`config.mk`:
```
export PLATFORM = sky130hd
export DESIGN_NAME = ocpl_top
export DESIGN_NICKNAME = d
export VERILOG_FILES = /design/src/ocpl_pkg.sv /design/src/ocpl_tick.sv /design/src/ocpl_top.sv
export SDC_FILE = /design/constraint.sdc
export NUM_CORES = 1
export LEC_CHECK = 0
export ABC_AREA = 1
export BUFFER_PORTS_ARGS = -buffer_cell sky130_fd_sc_hd__buf_2
export CAP_MARGIN = 20
export CORE_UTILIZATION = 45
export CTS_BUF_LIST = sky130_fd_sc_hd__clkbuf_8
export CTS_CLUSTER_SIZE = 10
export DETAILED_ROUTE_END_ITERATION = 8
export PLACE_DENSITY = 0.76
export SETUP_SLACK_MARGIN = 0.3
export SLEW_MARGIN = 10
export SYNTH_ARGS = -nofsm -noshare
export SYNTH_HDL_FRONTEND = slang
export SYNTH_SLANG_ARGS = --single-unit
```
`constraint.sdc`:
```
create_clock -name clk_i -period 3.4 [get_ports clk_i]
set_clock_uncertainty 0.1 [all_clocks]
set_input_delay 0.17 -clock clk_i [delete_from_list [all_inputs] [get_ports clk_i]]
set_output_delay 0.17 -clock clk_i [all_outputs]
set_load 0.005 [all_outputs]
```
`src/ocpl_pkg.sv`:
```
// constants, register map and state type of the overcurrent protection latch
// assumes a 20 MHz system clock and a 1 us protection tick
package ocpl_pkg;
  localparam int NCH = 4;
  localparam int AW  = 8;

  localparam logic [7:0] ADR_ONREQ  = 8'h00;
  localparam logic [7:0] ADR_CTRL   = 8'h04;
  localparam logic [7:0] ADR_FAULT  = 8'h08;
  localparam logic [7:0] ADR_MASK   = 8'h0c;
  localparam logic [7:0] ADR_STATE  = 8'h10;

  localparam int CTRL_CLR_BIT  = 0;
  localparam int STATE_ON_LSB  = 0;
  localparam int STATE_LAT_LSB = 4;
  localparam int STATE_SHD_LSB = 8;

  localparam logic [3:0] ONREQ_RST = 4'h0;
  localparam logic [3:0] MASK_RST  = 4'h0;
  localparam logic [3:0] FAULT_RST = 4'h0;

  localparam int CLK_HZ       = 20_000_000;
  localparam int TICK_NS      = 1000;
  localparam int TICK_CYC     = (CLK_HZ / 1_000_000) * TICK_NS / 1000;
  localparam int TURNON_US    = 100;
  localparam int RESTART_US   = 200;
  localparam int TURNON_TK    = TURNON_US * 1000 / TICK_NS;
  localparam int RESTART_TK   = RESTART_US * 1000 / TICK_NS;
  localparam int TW           = 9;

  localparam int RW = 4;
  localparam logic [RW-1:0] RETRY_LIM [0:3] = '{4'h7, 4'h3, 4'h1, 4'h0};

  typedef enum logic [1:0] {ST_OFF, ST_ON, ST_COOL, ST_LATCH} ocpl_st_t;
endpackage

```
`src/ocpl_tick.sv`:
```
// divider giving a one-cycle enable pulse every DIV clocks
// assumes a single synchronous clock and active-high sync reset
`timescale 1ns/1ns
module ocpl_tick #(
  parameter int DIV = 20
) (
  input  wire logic clk_i,  // system clock
  input  wire logic rst_i,  // sync reset, high
  output logic      tick_o  // one-cycle enable
);
  logic [15:0] cnt;

  always_ff @(posedge clk_i)
  begin
    if (rst_i)
    begin
      cnt    <= 16'h0000;
      tick_o <= 1'b0;
    end
    else if (cnt == 16'(DIV - 1))
    begin
      cnt    <= 16'h0000;
      tick_o <= 1'b1;
    end
    else
    begin
      cnt    <= cnt + 16'h0001;
      tick_o <= 1'b0;
    end
  end
endmodule

```
`src/ocpl_top.sv`:
```
// overcurrent protection latch for four high-side channels, wishbone slave
// assumes comparator inputs synchronous to clk_i, classic wishbone master
//
// Notes on behaviour
// - a channel that is on is switched off when its load current passes the trip level.
// - after an overcurrent shutdown the channel restarts by itself a limited number of times.
// - the restart limit is picked from the channel's drain-source voltage band.
// - once the limit is used up the channel stays latched off.
// - over temperature during restart cycling latches the channel off.
// - the fault flag is set while the channel is held off by overcurrent shutdown.
// - reading the fault flag clears it, except while shutdown persists, when the set wins and it stays set.
// - after an automatic restart a read clears the flag until a new trip sets it.
// - writing one to latch_clear_command releases a retry or temperature latch.
// - a cleared latch turns the channel on at once if pin or on-request bit is set.
// - overcurrent at high drain voltage during turn-on latches off at once, no restarts.
// - writing one to latch_clear_command also frees the high-voltage latch.
`timescale 1ns/1ns
module ocpl_top #(
  parameter int NCH = ocpl_pkg::NCH
) (
  input  wire logic             clk_i,        // 20 MHz clock
  input  wire logic             rst_i,        // sync reset, high
  input  wire logic [7:0]       wb_adr_i,     // byte address
  input  wire logic [31:0]      wb_dat_i,     // write data
  output logic      [31:0]      wb_dat_o,     // read data
  input  wire logic             wb_we_i,      // write enable
  input  wire logic [3:0]       wb_sel_i,     // byte lanes
  input  wire logic             wb_stb_i,     // strobe
  input  wire logic             wb_cyc_i,     // cycle
  output logic                  wb_ack_o,     // acknowledge
  input  wire logic [NCH-1:0]   in_pin_i,     // channel input pins
  input  wire logic [NCH-1:0]   over_cur_i,   // current above trip level
  input  wire logic [NCH-1:0]   vds_high_i,   // vds above drain_voltage_threshold
  input  wire logic [2*NCH-1:0] vds_band_i,   // vds band per channel
  input  wire logic [NCH-1:0]   over_temp_i,  // at thermal_shutdown_temperature
  output logic      [NCH-1:0]   chan_on_o,    // channel switch drive
  output logic                  irq_o         // unmasked fault pending
);
  logic           ack;
  logic           acc;
  logic           wr;
  logic           rd;
  logic [NCH-1:0] channel_on_request_bits;
  logic           latch_clear_command;
  logic [NCH-1:0] fault;
  logic [NCH-1:0] mask;
  logic [NCH-1:0] shut_v;
  logic [NCH-1:0] lat_v;
  logic [NCH-1:0] on_v;
  logic [NCH-1:0] next_fault;
  logic           rd_fault;
  logic           tick;

  assign acc      = wb_cyc_i & wb_stb_i & ~ack;
  assign wr       = acc & wb_we_i & wb_sel_i[0];
  assign rd       = acc & ~wb_we_i;
  assign rd_fault = rd & (wb_adr_i == ocpl_pkg::ADR_FAULT);
  assign wb_ack_o = ack;
  assign chan_on_o = on_v;

  ocpl_tick #(
    .DIV (ocpl_pkg::TICK_CYC)
  ) u_tick (
    .clk_i  (clk_i),
    .rst_i  (rst_i),
    .tick_o (tick)
  );

  always_ff @(posedge clk_i)
  begin
    if (rst_i)
      ack <= 1'b0;
    else
      ack <= acc;
  end

  always_ff @(posedge clk_i)
  begin
    if (rst_i)
      wb_dat_o <= 32'h0000_0000;
    else if (rd)
    begin
      wb_dat_o <= 32'h0000_0000;
      case (wb_adr_i)
        ocpl_pkg::ADR_ONREQ: wb_dat_o[NCH-1:0] <= channel_on_request_bits;
        ocpl_pkg::ADR_FAULT: wb_dat_o[NCH-1:0] <= fault;
        ocpl_pkg::ADR_MASK:  wb_dat_o[NCH-1:0] <= mask;
        ocpl_pkg::ADR_STATE:
        begin
          wb_dat_o[ocpl_pkg::STATE_ON_LSB +: NCH]  <= on_v;
          wb_dat_o[ocpl_pkg::STATE_LAT_LSB +: NCH] <= lat_v;
          wb_dat_o[ocpl_pkg::STATE_SHD_LSB +: NCH] <= shut_v;
        end
        default: wb_dat_o <= 32'h0000_0000;
      endcase
    end
  end

  always_ff @(posedge clk_i)
  begin
    if (rst_i)
    begin
      channel_on_request_bits <= ocpl_pkg::ONREQ_RST;
      mask                    <= ocpl_pkg::MASK_RST;
    end
    else if (wr)
    begin
      if (wb_adr_i == ocpl_pkg::ADR_ONREQ)
        channel_on_request_bits <= wb_dat_i[NCH-1:0];
      if (wb_adr_i == ocpl_pkg::ADR_MASK)
        mask <= wb_dat_i[NCH-1:0];
    end
  end

  // self-clearing command pulse
  always_ff @(posedge clk_i)
  begin
    if (rst_i)
      latch_clear_command <= 1'b0;
    else
      latch_clear_command <= wr & (wb_adr_i == ocpl_pkg::ADR_CTRL)
                             & wb_dat_i[ocpl_pkg::CTRL_CLR_BIT];
  end

  // set wins over the read clear
  always_comb
  begin
    next_fault = (rd_fault ? '0 : fault) | shut_v;
  end

  always_ff @(posedge clk_i)
  begin
    if (rst_i)
      fault <= ocpl_pkg::FAULT_RST;
    else
      fault <= next_fault;
  end

  always_ff @(posedge clk_i)
  begin
    if (rst_i)
      irq_o <= 1'b0;
    else
      irq_o <= |(fault & mask);
  end

  genvar i;
  generate
    for (i = 0; i < NCH; i++)
    begin : g_ch
      localparam int TWL = ocpl_pkg::TW;
      localparam int RWL = ocpl_pkg::RW;

      ocpl_pkg::ocpl_st_t    st;
      logic [TWL-1:0]        tmr;
      logic [RWL-1:0]        rcnt;
      logic [RWL-1:0]        lim;
      logic                  req_now;
      logic                  req_d;
      logic                  in_win;

      assign req_now   = in_pin_i[i] | channel_on_request_bits[i];
      assign lim       = ocpl_pkg::RETRY_LIM[vds_band_i[2*i +: 2]];
      assign in_win    = tmr < TWL'(ocpl_pkg::TURNON_TK);
      assign on_v[i]   = (st == ocpl_pkg::ST_ON);
      assign lat_v[i]  = (st == ocpl_pkg::ST_LATCH);
      assign shut_v[i] = (st == ocpl_pkg::ST_COOL) | lat_v[i];

      always_ff @(posedge clk_i)
      begin
        if (rst_i)
          req_d <= 1'b0;
        else
          req_d <= req_now;
      end

      // per-channel state, independent of neighbours
      always_ff @(posedge clk_i)
      begin
        if (rst_i)
        begin
          st  <= ocpl_pkg::ST_OFF;
          tmr <= '0;
        end
        else
        begin
          case (st)
            ocpl_pkg::ST_OFF:
            begin
              tmr <= '0;
              if (req_now)
                st <= ocpl_pkg::ST_ON;
            end
            ocpl_pkg::ST_ON:
            begin
              if (tick && in_win)
                tmr <= tmr + TWL'(1);
              if (!req_now)
                st <= ocpl_pkg::ST_OFF;
              else if (over_cur_i[i])
              begin
                tmr <= '0;
                if (vds_high_i[i] && in_win)
                  st <= ocpl_pkg::ST_LATCH;
                else if (rcnt >= lim)
                  st <= ocpl_pkg::ST_LATCH;
                else
                  st <= ocpl_pkg::ST_COOL;
              end
            end
            ocpl_pkg::ST_COOL:
            begin
              if (tick)
                tmr <= tmr + TWL'(1);
              if (over_temp_i[i])
                st <= ocpl_pkg::ST_LATCH;
              else if (tmr == TWL'(ocpl_pkg::RESTART_TK))
              begin
                tmr <= '0;
                st  <= req_now ? ocpl_pkg::ST_ON : ocpl_pkg::ST_OFF;
              end
            end
            ocpl_pkg::ST_LATCH:
            begin
              tmr <= '0;
              if (latch_clear_command)
                st <= req_now ? ocpl_pkg::ST_ON : ocpl_pkg::ST_OFF;
            end
            default: st <= ocpl_pkg::ST_OFF;
          endcase
        end
      end

      // restart count, reset by a fresh on-request while not latched
      always_ff @(posedge clk_i)
      begin
        if (rst_i)
          rcnt <= '0;
        else if (st == ocpl_pkg::ST_LATCH)
        begin
          if (latch_clear_command)
            rcnt <= '0;
        end
        else if (st == ocpl_pkg::ST_ON && req_now && over_cur_i[i]
                 && !(vds_high_i[i] && in_win) && rcnt < lim)
          rcnt <= rcnt + RWL'(1);
        else if (req_now && !req_d)
          rcnt <= '0;
      end

    end
  endgenerate
endmodule

```
==> run summary <==
In the synthesized netlist the dominant register cell turns out to be dfxtp_1. At the worst endpoint, the arrival time is 2.21 ns. Of all cell types, the one taking the most synthesized area is dfxtp_1. The logs give 15.8 mm for the final wirelength and 488 MHz for the top achievable clock speed. Counting the fill cells in the layout gives 1,425. The total overflow left after global routing is 0. In the final layout, flip-flops and latches occupy 2160 sq um. Number of stages on the worst hold path: 4.

Buffers inserted during clock tree synthesis total 9. The vias after detailed routing came out at 6,589. For the DRC violation count after routing, the log shows 0.

In the finished design, the share of the clock period the worst path needs comes to 60.2%. For the row count, the log shows 44. Global routing used 20.4% of the available tracks across all layers. The tools report the maximum number of pins on one net before global-route repair as 67. Largest vdd supply drop: 0.000242 V. In this run the worst path has a maximum fanout of 14. The detailed placer's ending HPWL came out at 11.3 mm. The number of cells upsized or downsized after cts is 0, and the total area of multi-input combinational cells is 4060 sq um. The tools report the number of buffers on the longest clock path as 2.

In the global route stage, met1 resource usage came out at 26.0%. The run finished with clean final reports. From synthesis to final layout, the design area changed by 9.95%. After detailed routing, the number of vias per cell comes to 5.14. The die outline width works out to 125 um. After detailed placement, the total cell area comes to 7180 sq um. Post-synthesis instance area: 6830 sq um. After clock tree synthesis, the clock-pin slew on the worst setup and hold paths is 0.12 ns.

Timing analysis after detailed placement gives a worst setup slack of 1.34 ns. The tools report the leakage power figure as 3.14 nW. The layer with the highest usage after global routing was met2. TritonCTS built the clock tree. Measured in cells, the most critical reg-to-reg path has a length of 5. The fraction of synthesized cell area taken by the top area cell type is 31.7%. For the pin with the worst max-slew slack, the measured transition is 0.879 ns. The post-layout minimum cycle time works out to 2.05 ns. Yosys mapped a number of flops with a built-in enable equal to 0.

The design draws 3.15 mW. The worst path meets setup with 1.35 ns of slack. For this design the top-level I/O count stands at 111. The tools report the number of antenna violations at the first check in global routing as 0. The run gives 0.0721 ns as the post-route worst hold slack. In this run the tool buffered the top-level ports with 59 buffer cells. The worst max-slew margin expressed relative to the limit was 41.2%. The die covers 15,700 sq um. The number of max-slew violations in the final report is 0. The logs give 46.6% for the initial core utilization and 108 for the clock net sink count. The first global-routing pass estimated 26.7 mm of wire. The congestion estimate from routability-driven global placement came to 0.841. The H-tree depth reported by CTS was 3.

The number of antenna repair diodes is 0, and the critical path required time is 3.56 ns. Of the cells placed in the final design, the portion with a size suffix greater than 1 is 12.1%. The setup path with the least slack is of type flip-flop to flip-flop. The floorplan step set the die height to 125 um. Setup repair after global routing left no endpoint under its margin. The run gives 0 as the setup-violating endpoint count in the final report. After synthesis, flip-flops and latches occupy 31.7% of the total area. The register bit total from synthesis is 108, and the number of global-route vias before repair is 5,903.

Summed over all failing endpoints, the final setup total negative slack is 0 ns. The global-route track usage on met3 is 4.71%, and the final routed wire length divided by cell count is 12.3 um. For the max-cap violation count, the log shows 0.

By instance count, the leading cell after synthesis is nand2_1. The class of the most critical hold timing path was input pin to flip-flop. Summing all non-filler instances in the final layout gives an area of 7510 sq um.

Buffers added to address setup during post-CTS repair amount to 0. For met2 alone, demand over resource in global routing was 34.7%. In this run the standard cell core region covers 14,600 sq um.

In this run, the number of DRC markers left after iteration 0 of detailed routing was 413. The number of endpoints with negative hold slack in the final report was 0. The buffer type at the clock tree root was clkbuf_8. For this run, the detailed router's first-pass iteration total came to 8.

For this design the ratio of total power to cell area is 419 nW/um^2. By count the netlist is led by 258 x nand2_1, 108 x dfxtp_1, 106 x nand3_1. By area the synthesized netlist is led by dfxtp_1 32%, nand2_1 14%, nand3_1 7.8%.

In this run the remaining antenna-violating nets after routing total 0. For the worst-skew pair, the clock arrives at the later sink with an insertion delay of 0.40 ns. The synthesized area per cell was 6.60 sq um. STA classifies the critical path startpoint as a flip-flop. After synthesis, the share of flip-flops with an asynchronous set or reset is 0%. The unique cell type count in the Yosys netlist was 44.

STA classifies the critical path endpoint as a flip-flop. During synthesis, Yosys emitted a total of 0 warnings. The cell count after synthesis came out at 1,035. After the last flow step, the layout net total stands at 1,190.

For this design, the CTS-stage hold fixing added 11 buffers.
## placed cells by master, fill, tap and decap left out, types with 2 or more instances in the layout
cell and instances:
a21oi_1 95, a21oi_2 4, a31oi_1 3, buf_2 59
buf_4 4, clkbuf_8 9, clkinv_8 4, conb_1 20
dfxtp_1 108, dlygate4sd3_1 11, ha_1 25, inv_1 98
inv_2 8, nand2_1 258, nand2_2 12, nand2_4 2
nand3_1 106, nand3_2 2, nand4_1 20, nor2_1 105
nor2_2 5, nor2_4 8, nor3_1 16, o211ai_1 25
o21ai_0 34, o21bai_1 2, or2_2 7, xnor2_1 7
xor2_1 21
## critical path: stages (launching register included)
cell and delay (ns):
dfxtp_1 0.32, nand3b_1 0.18, nor2_1 0.69, inv_1 0.41, nand2_1 0.14, a21oi_1 0.07
## power by group
group | internal (mW) | switching, mW
logic | 0.274 | 0.576
registers | 1.35 | 0.101
clock network | 0.301 | 0.549
total | 1.92 | 1.23
## per-stage QoR
stage / utilization (%) / cells
2_1_floorplan: - / 1054
3_5_place_dp: 49.0 / 1254
5_1_grt: 51.3 / 1281
3_3_place_gp: 49.0 / 1254
4_1_cts: 51.3 / 1281
6_report: 51.3 / 1281
## cells by family (layout without fill, tap and decap cells)
| family | Yosys count | count (layout) | synth area share (%) |
|---|---|---|---|
| xor gates and xnor gates | 28 | 28 | 3.59 |
| adders and majority gates | 25 | 25 | 4.58 |
| other | 1 | 20 | 0.0549 |
| buffers and inverters | 155 | 198 | 9.99 |
| and+or+nand+nor | 550 | 550 | 36.3 |
| DFF | 108 | 108 | 31.7 |
| AOI/OAI and AO/OA | 168 | 168 | 13.8 |
## flip-flops by register name, indices dropped and copies added (netlist names), 4 cells and up
name / flops
channel_on_request_bits: 4
g_ch.req_d: 4
g_ch.rcnt: 16
g_ch.st: 8
fault: 4
mask: 4
g_ch.tmr: 36
wb_dat_o: 12
u_tick.cnt: 16
## cell type report
class | count | area share, %
inverters | 108 | 5.42
clock inverters | 7 | 1.25
multi-input cells | 791 | 54.0
clock buffers | 9 | 1.65
repair buffers | 74 | 5.80
flip-flops and latches | 108 | 28.8
well taps | 184 | 3.07
## metal layers
layer,wire [um],vias up
li1,-,3483
met1,7480,2953
met2,7420,134
met3,664,19
met4,203,0
met5,0,-
## final timing paths
kind / start / end / slack [ns]
setup reg to reg: wb_ack_o / wb_dat_o[8] / 1.35
setup / recovery: wb_ack_o / wb_dat_o[8] / 1.35
hold reg to reg: wb_dat_o[3] / wb_dat_o[3] / 0.37
hold / removal: over_cur_i[1] / g_ch[1].tmr[7] / 0.07
No activity file was read; power rests on OpenSTA's default activity.
